### src/hdl/rbc_pkg.sv
// Package of offsets, widths and reset values for the remap and boot control block
package rbc_pkg;

  // ----------------------------------------------------------------
  // Bus geometry
  // ----------------------------------------------------------------
  localparam int unsigned ADDR_W = 12;  // Block window is 4 KiB
  localparam int unsigned DATA_W = 32;  // Full word registers only

  // ----------------------------------------------------------------
  // Register offsets (byte addresses inside the window)
  // ----------------------------------------------------------------
  localparam logic [ADDR_W-1:0] OFS_REMAP_CONTROL = 12'h004;
  localparam logic [ADDR_W-1:0] OFS_VECTOR_HIGH   = 12'h008;
  localparam logic [ADDR_W-1:0] OFS_ITCM_BOOT     = 12'h00C;

  // ----------------------------------------------------------------
  // Field positions
  // ----------------------------------------------------------------
  localparam int unsigned CTRL_BIT  = 0;  // Bit 0 of each control register
  localparam int unsigned UPPER_LSB = 1;  // Lowest of the upper bits 31..1

  // ----------------------------------------------------------------
  // Reset and fill values
  // ----------------------------------------------------------------
  localparam logic [DATA_W-1:0] RST_REMAP_CONTROL = 32'h0000_0000;
  localparam logic              RST_ITCM_BOOT     = 1'b0;
  localparam logic              RST_REMAP_DONE    = 1'b0;
  localparam logic [DATA_W-1:0] READ_UNMAPPED     = 32'h0000_0000;
  localparam logic [DATA_W-1:0] RST_READ_DATA     = 32'h0000_0000;

endpackage

### src/hdl/rbc_remap_boot_control.sv
// APB register bank steering remap, high-vector select and boot-from-instruction-memory
//
// Overview of operation
// RULE1 - APB slave, host uses whole-word transfers only
// RULE2 - Only first remap write after bus reset counts
// RULE3 - Any remap write raises remap, bit value ignored
// RULE4 - Remap output stays high until next reset
// RULE5 - Fabric maps vectors to ROM or SRAM bank
// RULE6 - Bus reset clears remap; chip reset does not
// RULE7 - Chip reset loads vector select from strap
// RULE8 - Vector-select bit 0 read-write, drives output
// RULE9 - Vector-select upper bits read strap, ignore writes
// RULE10 - Boot bit 0 read-write, drives boot output
// RULE11 - Boot upper bits ignore writes, read zero
// RULE12 - Boot bit cleared by chip reset only
// RULE13 - Core places vectors low or high by input
// RULE14 - Core enables instruction memory when boot high
// RULE15 - Host avoids reserved offsets zero and 0x10-0xFFF
// RULE16 - Bus reset wider; chip reset skips software reset
// RULE17 - No wait states, never a slave error
`timescale 1ns/1ps
`default_nettype none

module rbc_remap_boot_control
(
  // Clock and resets
  input  wire logic                          sys_clk,
  input  wire logic                          rst,
  input  wire logic                          chip_internal_reset_n,
  // Strap pin
  input  wire logic                          vector_select_strap,
  // APB slave
  input  wire logic                          psel,
  input  wire logic                          penable,
  input  wire logic                          pwrite,
  input  wire logic [rbc_pkg::ADDR_W-1:0]    paddr,
  input  wire logic [rbc_pkg::DATA_W-1:0]    pwdata,
  output logic      [rbc_pkg::DATA_W-1:0]    prdata,
  output logic                               pready,
  output logic                               pslverr,
  // Sideband outputs
  output logic                               remap,
  output logic                               vector_select,
  output logic                               boot_from_instr_mem
);

  // ----------------------------------------------------------------
  // State
  // ----------------------------------------------------------------
  logic [rbc_pkg::DATA_W-1:0] remap_control_r;  // Value of the first write
  logic                       remap_done_r;     // Remap output level
  logic                       vector_high_bit_r;
  logic                       strap_level_r;    // Strap caught at chip reset
  logic                       itcm_boot_bit_r;
  logic [rbc_pkg::DATA_W-1:0] prdata_r;
  logic [rbc_pkg::DATA_W-1:0] read_nxt;

  // ----------------------------------------------------------------
  // Address decode
  // ----------------------------------------------------------------
  // Word decode; lane sub-addressing is not supported since the host
  // only issues full words
  function automatic logic hit(input logic [rbc_pkg::ADDR_W-1:0] a,
                               input logic [rbc_pkg::ADDR_W-1:0] ofs);
    hit = (a == ofs);
  endfunction

  wire logic setup_phase = psel && !penable;
  wire logic wr_access   = psel && penable && pwrite;      // RULE1
  wire logic sel_remap   = hit(paddr, rbc_pkg::OFS_REMAP_CONTROL);
  wire logic sel_vector  = hit(paddr, rbc_pkg::OFS_VECTOR_HIGH);
  wire logic sel_itcm    = hit(paddr, rbc_pkg::OFS_ITCM_BOOT);
  wire logic wr_remap    = wr_access && sel_remap;
  wire logic wr_vector   = wr_access && sel_vector;
  wire logic wr_itcm     = wr_access && sel_itcm;
  // Only an unlatched remap write is honoured
  wire logic remap_take  = wr_remap && !remap_done_r;     // RULE2

  // Read mux: upper bits of vector register mirror the strap, boot
  // register upper bits and unmapped holes read zero
  always_comb
  begin
    if (sel_remap)
    begin
      read_nxt = remap_control_r;
    end
    else if (sel_vector)
    begin
      read_nxt = {{(rbc_pkg::DATA_W-1){strap_level_r}}, vector_high_bit_r}; // RULE9
    end
    else if (sel_itcm)
    begin
      read_nxt = {{(rbc_pkg::DATA_W-1){1'b0}}, itcm_boot_bit_r};            // RULE11
    end
    else
    begin
      // Reserved holes answer quietly with zero
      read_nxt = rbc_pkg::READ_UNMAPPED;
    end
  end

  // ----------------------------------------------------------------
  // Bus-reset domain: remap register
  // ----------------------------------------------------------------
  // Cleared only by the bus reset, which software reset also drives
  always_ff @(posedge sys_clk)
  begin
    if (rst)                                               // RULE6 RULE16
    begin
      remap_control_r <= rbc_pkg::RST_REMAP_CONTROL;
      remap_done_r    <= rbc_pkg::RST_REMAP_DONE;
    end
    else if (remap_take)
    begin
      // Any written value raises remap; later writes are dropped
      remap_control_r <= pwdata;                           // RULE2
      remap_done_r    <= 1'b1;                             // RULE3 RULE4
    end
  end

  // ----------------------------------------------------------------
  // Chip-reset domain: vector select and instruction-memory boot
  // ----------------------------------------------------------------
  // Kept through a bus reset so a software reset can reboot from
  // instruction memory with the vector choice intact
  always_ff @(posedge sys_clk)
  begin
    if (!chip_internal_reset_n)                            // RULE16
    begin
      strap_level_r     <= vector_select_strap;            // RULE7
      vector_high_bit_r <= vector_select_strap;            // RULE7
      itcm_boot_bit_r   <= rbc_pkg::RST_ITCM_BOOT;         // RULE12
    end
    else
    begin
      if (wr_vector)
      begin
        vector_high_bit_r <= pwdata[rbc_pkg::CTRL_BIT];    // RULE8
      end
      if (wr_itcm)
      begin
        itcm_boot_bit_r <= pwdata[rbc_pkg::CTRL_BIT];      // RULE10
      end
    end
  end

  // ----------------------------------------------------------------
  // Read data register
  // ----------------------------------------------------------------
  // Captured in the setup phase so data is ready with no wait state
  always_ff @(posedge sys_clk)
  begin
    if (rst)
    begin
      prdata_r <= rbc_pkg::RST_READ_DATA;
    end
    else if (setup_phase && !pwrite)
    begin
      prdata_r <= read_nxt;
    end
  end

  // ----------------------------------------------------------------
  // Outputs
  // ----------------------------------------------------------------
  assign prdata              = prdata_r;
  assign pready              = 1'b1;                       // RULE17
  assign pslverr             = 1'b0;                       // RULE17
  assign remap               = remap_done_r;               // RULE3 RULE5
  assign vector_select       = vector_high_bit_r;          // RULE8 RULE13
  assign boot_from_instr_mem = itcm_boot_bit_r;            // RULE10 RULE14

  // ----------------------------------------------------------------
  // Assertions
  // ----------------------------------------------------------------
  // First remap write raises the output next cycle
  property p_remap_first;
    @(posedge sys_clk) disable iff (rst)
    (wr_remap && !remap) |=> remap && (remap_control_r == $past(pwdata));
  endproperty
  a_remap_first: assert property (p_remap_first) // RULE2
    else $error("first remap write did not take effect");

  // Remap ignores later writes, whatever their data
  property p_remap_ignore;
    @(posedge sys_clk) disable iff (rst)
    (wr_remap && remap) |=> $stable(remap_control_r);
  endproperty
  a_remap_ignore: assert property (p_remap_ignore) // RULE2
    else $error("later remap write changed the register");

  // Writing zero still raises remap
  property p_remap_zero;
    @(posedge sys_clk) disable iff (rst)
    (wr_remap && (pwdata[rbc_pkg::CTRL_BIT] == 1'b0)) |=> remap;
  endproperty
  a_remap_zero: assert property (p_remap_zero) // RULE3
    else $error("write of zero did not raise remap");

  // Remap stays high for the eight cycles from its rise unless bus reset
  property p_remap_sticky;
    @(posedge sys_clk) disable iff (rst)
    $rose(remap) |-> remap [*8];
  endproperty
  a_remap_sticky: assert property (p_remap_sticky) // RULE4
    else $error("remap dropped without reset");

  // Bus reset clears remap, chip reset leaves it alone
  property p_remap_reset;
    @(posedge sys_clk) disable iff (1'b0)
    (rst |=> !remap && (remap_control_r == rbc_pkg::RST_REMAP_CONTROL)) and
    ((!rst && chip_internal_reset_n == 1'b0 && !wr_remap) |=> $stable(remap));
  endproperty
  a_remap_reset: assert property (p_remap_reset) // RULE6
    else $error("remap reset behaviour wrong");

  // Chip reset loads vector select from the strap
  property p_vector_strap;
    @(posedge sys_clk) disable iff (1'b0)
    !chip_internal_reset_n |=> vector_select == $past(vector_select_strap);
  endproperty
  a_vector_strap: assert property (p_vector_strap) // RULE7
    else $error("vector select not loaded from strap");

  // Written bit 0 drives the vector select output
  property p_vector_write;
    @(posedge sys_clk) disable iff (!chip_internal_reset_n)
    wr_vector |=> vector_select == $past(pwdata[rbc_pkg::CTRL_BIT]);
  endproperty
  a_vector_write: assert property (p_vector_write) // RULE8
    else $error("vector select write not applied");

  // Vector register upper bits return the strap level
  property p_vector_upper;
    @(posedge sys_clk) disable iff (rst || !chip_internal_reset_n)
    (setup_phase && !pwrite && sel_vector) |=>
      prdata[rbc_pkg::DATA_W-1:rbc_pkg::UPPER_LSB] == {(rbc_pkg::DATA_W-1){strap_level_r}};
  endproperty
  a_vector_upper: assert property (p_vector_upper) // RULE9
    else $error("vector upper bits wrong on read");

  // Boot bit write drives the output, upper bits read zero
  property p_itcm_write;
    @(posedge sys_clk) disable iff (!chip_internal_reset_n)
    wr_itcm |=> boot_from_instr_mem == $past(pwdata[rbc_pkg::CTRL_BIT]);
  endproperty
  a_itcm_write: assert property (p_itcm_write) // RULE10
    else $error("boot bit write not applied");

  property p_itcm_upper;
    @(posedge sys_clk) disable iff (rst)
    (setup_phase && !pwrite && sel_itcm) |=>
      prdata[rbc_pkg::DATA_W-1:rbc_pkg::UPPER_LSB] == '0;
  endproperty
  a_itcm_upper: assert property (p_itcm_upper) // RULE11
    else $error("boot upper bits not zero");

  // Bus reset alone keeps the boot bit
  property p_itcm_keep;
    @(posedge sys_clk) disable iff (1'b0)
    (rst && chip_internal_reset_n && !wr_itcm) |=>
      $stable(boot_from_instr_mem);
  endproperty
  a_itcm_keep: assert property (p_itcm_keep) // RULE12
    else $error("bus reset disturbed boot bit");

  // Every access completes at once without error
  property p_no_wait;
    @(posedge sys_clk) disable iff (rst)
    psel |-> pready && !pslverr;
  endproperty
  a_no_wait: assert property (p_no_wait) // RULE17
    else $error("wait state or error signalled");

endmodule

`default_nettype wire

### config.mk
export PLATFORM = sky130hd
export DESIGN_NAME = rbc_remap_boot_control
export DESIGN_NICKNAME = d
export VERILOG_FILES = /design/src/hdl/rbc_pkg.sv /design/src/hdl/rbc_remap_boot_control.sv
export SDC_FILE = /design/constraint.sdc
export NUM_CORES = 1
export LEC_CHECK = 0
export BUFFER_PORTS_ARGS = -buffer_cell sky130_fd_sc_hd__buf_4
export CORE_ASPECT_RATIO = 1.5
export CORE_MARGIN = 1
export CORE_UTILIZATION = 48
export DETAILED_ROUTE_END_ITERATION = 10
export PLACE_DENSITY = 0.85
export SYNTH_ARGS = -nofsm -noshare
export SYNTH_HDL_FRONTEND = slang
export SYNTH_SLANG_ARGS = --single-unit
### constraint.sdc
create_clock -name sys_clk -period 6.2 [get_ports sys_clk]
set_input_delay 0.93 -clock sys_clk [delete_from_list [all_inputs] [get_ports sys_clk]]
set_output_delay 0.93 -clock sys_clk [all_outputs]
set_load 0.02 [all_outputs]
# After elaboration in Yosys (flattened, before gate mapping)
# Index checks and enable logic that the tools add are counted.
# totals
ff_bits,68
out_inout_bits,37
word_cells,26
# classes
eq_ne,4
muxes,5
n_reduce_logical,11
# op_table
op,n
$mux 32,2
$eq 12x4->1 const B,2
$eq 12x3->1 const B,1
$logic_and 1x1->1,8
$logic_not 1->1,3
$mux 1,3
$ne 2x1->1 const B,1

# Longest topological paths before layout
# Gate-level depths: netlist of run 1.
# logic_depth
word_depth,5
mapped_depth,6
depth_no_buf,4

# Worst setup path after synthesis of run 1
# OpenSTA, ideal clock, no wires.
# synth_path
path_kind,input to register
startpoint,in paddr[9] in the netlist's numbering
endpoint,reg remap_control_r[12] in the netlist's numbering
setup_ns,0.141
arrival_ns,2.433
required_ns,6.059
setup_slack_ns,3.626
path_stages,6
n_path_buf,2
cell_sequence,or4_4 or4_4 buf_6 buf_8 nand2_1 a21oi_1
# synth_between
elab_chain_len,3
# synth_lines
item,line_no,text
start: declaration,rbc_remap_boot_control.sv:36,"input wire logic [rbc_pkg::ADDR_W-1:0] paddr,"
$eq 12x3->1,rbc_remap_boot_control.sv:65,hit = (a == ofs);
$logic_and 1x1->1,rbc_remap_boot_control.sv:73,wire logic wr_remap = wr_access && sel_remap;
$logic_and 1x1->1,rbc_remap_boot_control.sv:77,wire logic remap_take = wr_remap && !remap_done_r;
end signal: assignment,rbc_remap_boot_control.sv:110,remap_control_r <= rbc_pkg::RST_REMAP_CONTROL;
end signal: assignment,rbc_remap_boot_control.sv:116,remap_control_r <= pwdata;
end: declaration,rbc_remap_boot_control.sv:50,logic [rbc_pkg::DATA_W-1:0] remap_control_r;
# Every way passes these cells.
# A chain may end at the register's enable or synchronous reset.

# Worst setup path in the final report of run 1
# layout_path
startpoint,in paddr[9] in the netlist's numbering
endpoint,reg remap_control_r[22] in the netlist's numbering
# The elaborated chain is that of the path after synthesis.

==> metrics.yaml, run 1 <==
status: "completed"
hold_path.class: "reg2reg"
die-area_um2: 6250
synth-seq-cells: 68
maxSlewHeadroom: 0.150
first_pass_iters: 4
setup_violations: 0
min_period_ns: 2.68
ys_top_cells_by_area: "dfxtp_1, a211oi_2, nand2_1"
cts_root_buf: "clkbuf_8"
clkLatencyLatePin_ns: 0.33
critPathTopFamily: "simple AND/OR/NAND/NOR gates"
slowest_stage: "nor4_4"
boundaryPins: 88
clock_skew_ns: 0.00496
period_share: 0.432
dp_slack_ns: 3.18
cts.repair.resized: 0
crit_top_cell: "buf_4"
crit_fanout: 20
start_util: 0.495
dr_total_vias: 2421
p_seq_frac: 0.538
place_inst: 452
cts_setup_buffers: 0
grt_pass1_vias: 2300
finalSetupTns_ns: 0
max_stage_delay_ns: 0.69
cts_sinks: 68
rsz0062_at_grt: "no"
switching_share: 0.251
cts_tree: "yes"
worst_slew_pin_slew_ns: 1.28
n_antenna_cell: 0
h-tree-depth: 3
leakage_uw: 0.00135
cp_cell_sequence: "buf_4 > or4_4 > nor4_4 > buf_4 > nand2_1 > a21oi_1"
cp.arrival_ns: 2.93
final_util: 0.626
instances_no_fill: 467
cp-start-kind: "primary input"
fmax_mhz: 374
path_class: "in2reg"
whs_path_depth: 2
antenna_left: 0
vdd_ir_drop_max_uv: 138
p_int_uw: 634
netlist_area_um2: 2850
yosysWarnings: 0
syn_nets: 369
setup.worst_path.end_class: "flip-flop"
synth_area_per_cell_um2: 8.95
clkTransAtPathRegs_ns: 0.07
std_cell_rows: 34
worstReg2RegEnd: "remap_control_r[22]"
r2r_start: "remap"
design.core.area_um2: 5740
drive_above_1_share: 0.372
drt-vias-per-instance: 5.18
fp.dieH_um: 96.3
p_sw_uw: 213
final_common_cell: "nand2_1"
most-common-layout-cells: "nand2_1, buf_4, dfxtp_1"
setup_ws_ns: 3.52
place_hpwl_um: 4260
grt_max_degree: 66
synth_cell_types: 31
cap_violations: 0
ctsHoldBuffers: 0
grt_pass1_wl_um: 10000
grt_usage: 0.211
drt-total-wl_um: 6460
path_buf_inv: 2
clockPowerShare: 0.347
synth_top_area_share: 0.464
rrSetupSlack_ns: 4.29
dr.first_iter.drc_count: 145
rr_worst_depth: 5
yosysSeqAreaShare: 0.485
critical_path_required_ns: 6.45
cts_made_buffers: 9
p_per_area_nw_per_um2: 236
grt_overflow_total: 0
area_growth_syn_to_layout_pct: 26.3
num-nets-final: 442
wl_per_cell_um: 13.8
slew_violations: 0
die_w_um: 64.9
cp_num_cells: 6
route.detailed.drc: 0
p_comb_frac: 0.115
startpoint: "paddr[9]"
gp_congestion: 0.775
io_buffers: 85
synth_cells: 318
synth_top_area_cell: "dfxtp_1"
clock_path_buffers: 2
hold_viol_final: 0
antenna_found_initial: 0
critPathCapture: "remap_control_r[22]"
## worst register-to-register path: cells and delay by family, from the launching register on
family	cells	cell delay, ns
AOI/OAI and AO/OA	1	0.15
buffers and inverters	1	0.37
DFF	1	0.33
and+or+nand+nor	3	0.99
## layer usage
metal | track usage | routed length [um] | vias to the layer above
met5 | 0 | 0 | -
met4 | 0.0944 | 125 | 0
met3 | 0.0427 | 251 | 10
met2 | 0.391 | 3600 | 73
met1 | 0.227 | 2490 | 1140
li1 | - | - | 1198
## kinds of logic (layout without fill, tap and decap cells)
logic type             after synthesis  in the layout  share of synthesized area
multiplexers                         2              2                    0.00704
AND/OR/NAND/NOR                    146            146                      0.231
flip-flops                          68             68                      0.485
buffers and inverters               31            108                     0.0686
other                                2              2                    0.00264
AO/OA/AOI/OAI                       69             69                      0.205
## synth_stat cells, drive strengths merged
cell	n
a211oi	31
a21oi	34
a41o	1
a41oi	1
and2	1
and3	1
buf	15
clkbuf	11
conb	2
dfxtp	66
edfxtp	2
inv	5
mux2i	2
nand2	99
nand2b	1
nand3	1
nand4	1
nand4b	1
nor2	33
nor3	1
nor4	2
o21ai	1
o22ai	1
or2	1
or4	3
or4b	1
## registers in the layout, indices dropped and copies added (netlist names)
signal               cells
strap_level_r            1
boot_from_instr_mem      1
remap                    1
prdata                  32
vector_select            1
remap_control_r         32
## power by group through the flow
stage / Clock [uW] / Combinational [uW] / Sequential (uW)
after floorplan: 0 / 37.5 / 477
after global placement: 0 / 96.1 / 465
after detailed placement: 0 / 97.6 / 466
after CTS: 301 / 97.9 / 456
after global routing: 320 / 104 / 457
final: 294 / 97.0 / 456
## cell type report
cell class / instances / area (um^2)
clock buffer: 9 / 124
clock inverter: 6 / 32.5
fill: 526 / 2150
inverter: 5 / 18.8
multi-input combinational: 219 / 1290
sequential: 68 / 1380
tap: 72 / 90.1
timing repair buffer: 88 / 661
## worst min path at each step
stage,endpoint,slack [ns],from
after floorplan,remap_control_r[10],0.43,remap_control_r[10]
after global placement,remap_control_r[28],0.44,remap_control_r[28]
after detailed placement,remap_control_r[18],0.45,remap_control_r[18]
after CTS,remap_control_r[13],0.46,remap_control_r[13]
after global routing,remap_control_r[9],0.47,remap_control_r[9]
final,remap_control_r[8],0.46,remap_control_r[8]
## metrics by stage
stage / power, uW / hold WS [ns] / area (um^2)
floorplan: 514 / 0.432 / 2850
global placement: 562 / 0.438 / 3440
detailed placement: 564 / 0.448 / 3440
CTS: 855 / 0.456 / 3590
global route: 881 / 0.470 / 3590
finish: 847 / 0.456 / 3590
(Power assumes the default switching activity.)
==> inputs of run 2 (changes only) <==
- ABC_AREA: default -> 1
- CORE_UTILIZATION: 48 -> 46
- PLACE_DENSITY: 0.85 -> 0.84
- clock period: 6.2 -> 2.46 ns (I/O delays scaled with it)
==> run 2 against run 1 <==
  * Final cell count increased by 31%
  * Setup slack lost 2.7 ns
  * Die area up 8.9%
  * Combinational power is 140% higher
  * Non-clock buffer count rose by 2
  * Synthesized area grew 4.6%
  * Power rose to 3.0 times the previous value
  * Clock skew up 0.0040 ns
  * Register-to-register slack got worse by 3.3 ns
  * Critical path depth rose by 3
  * Highest routed layer unchanged
==> metrics.yaml, run 2 <==
synth_edf_count: 2
route.detailed.drc: 0
yosysWarnings: 0
critical_path_required_ns: 2.69
start_util: 0.482
synth_cells: 458
status: "completed"
period_share: 0.670
io_buffers: 85
synth_area_per_cell_um2: 6.50
clock_skew_ns: 0.00893
cts_tree: "yes"
place_inst: 598
std_cell_rows: 35
final_common_cell: "nor2_1"
worst_slew_pin_slew_ns: 0.647
drt-total-wl_um: 6560
synth_cell_types: 22
clkLatencyLatePin_ns: 0.35
crit_fanout: 64
setup.worst_path.end_class: "flip-flop"
vdd_ir_drop_max_uv: 555
grt_overflow_total: 0
synth_top_cells_by_count: "nor2_1, nand2_1, inv_1"
area_growth_syn_to_layout_pct: 30.4
cts_made_buffers: 9
synth_ff_type: "dfxtp_1"
synth_top_area_cell: "dfxtp_1"
cp.arrival_ns: 1.88
setup_violations: 0
dr.first_iter.drc_count: 156
num-nets-final: 586
grt_pass1_vias: 2789
antenna_found_initial: 0
drt-vias-per-instance: 4.54
path_class: "in2reg"
syn_nets: 509
cp_cell_sequence: "buf_4 > nor2_1 > nand2_1 > nor2_4 > nand2_2 > inv_2 > nand3_4 > nor2_1 > nor2_1"
grt_pass1_wl_um: 11300
ctsHoldBuffers: 0
first_pass_iters: 4
maxSlewHeadroom: 0.569
slew_violations: 0
hold_path.class: "in2reg"
cap_violations: 0
max_stage_delay_ns: 0.48
register_area_um2: 1380
hold_viol_final: 0
p_per_area_nw_per_um2: 656
clkTransAtPathRegs_ns: 0.06
fmax_mhz: 607
finalSetupTns_ns: 0
cts.repair.resized: 0
slowest_stage: "nand3_4"
boundaryPins: 88
yosysMostFrequentCell: "nor2_1"
final.fill_count: 540
most-common-layout-cells: "nor2_1, buf_4, nand2_1"
cts_sinks: 68
multi_input_area_um2: 1200
hold_ws_ns: 0.213
gp_congestion: 0.766
instances_no_fill: 614
h-tree-depth: 3
cts_root_buf: "clkbuf_8"
die-area_um2: 6800
clock_path_buffers: 2
synth-seq-cells: 68
cp-start-kind: "primary input"
die_w_um: 67.7
wl_per_cell_um: 10.7
netlist_area_um2: 2980
antenna_left: 0
leakage_uw: 0.00215
dr_total_vias: 2790
crit_top_cell: "nor2_1"
design.core.area_um2: 6170
fp.dieH_um: 101
cts_setup_buffers: 0
grt_max_degree: 65
grt_usage: 0.220
ys_top_cells_by_area: "dfxtp_1, nor2_1, nand2_1"
place_hpwl_um: 4460
drive_above_1_share: 0.211
synth-async-reset-ratio: 0
synth_top_area_share: 0.444
min_period_ns: 1.65
rsz0062_at_grt: "no"
yosysSeqAreaShare: 0.464
n_antenna_cell: 0
-- run 2: cells by family (layout without fill, tap and decap cells) --
kind of cell	after synthesis	in the layout	synth area share
DFF	68	68	0.464
AOI/OAI and AO/OA	36	36	0.0605
other	2	2	0.00252
buffers and inverters	97	179	0.136
and+or+nand+nor	255	255	0.337
-- run 2: final cells by class --
type | instances | share of cell area
sequential | 68 | 0.356
multi-input combinational | 293 | 0.309
timing repair buffer | 90 | 0.174
inverter | 73 | 0.0706
clock buffer | 13 | 0.0438
tap | 74 | 0.0239
clock inverter | 3 | 0.0232
-- run 2: per-layer routing --
metal / vias up / global-route usage / share of wire
li1: 1486 / - / -
met1: 1218 / 0.215 / 0.39
met2: 64 / 0.398 / 0.53
met3: 22 / 0.0430 / 0.038
met4: 0 / 0.147 / 0.040
met5: - / 0 / 0
-- run 2: worst paths after layout --
kind / startpoint / endpoint / slack, ns / cells past startpoint
max: paddr[9] / remap_control_r[11] / 0.81 / 9
max reg2reg: remap / remap_control_r[11] / 1.04 / 4
min: vector_select_strap / strap_level_r / 0.21 / 1
min reg2reg: boot_from_instr_mem / boot_from_instr_mem / 0.47 / 2
-- run 2: critical path, delay by kind of cell --
kind | cells | cell delay (ns)
AND/OR/NAND/NOR | 7 | 1.32
buffers and inverters | 2 | 0.19
-- run 2: through the flow --
step	setup slack (ns)	power, uW	cell area [um^2]	utilization
finish	0.812	2550	3880	0.629
global route	0.582	2640	3880	0.629
CTS	0.803	2560	3880	0.629
detailed placement	0.490	1410	3620	0.586
global placement	0.571	1400	3620	0.586
floorplan	1.04	1280	2980	-
-- run 2: power breakdown --
| part | internal (uW) | switching, uW |
|---|---|---|
| Clock | 764 | 400 |
| Sequential | 1130 | 13.7 |
| Combinational | 110 | 124 |
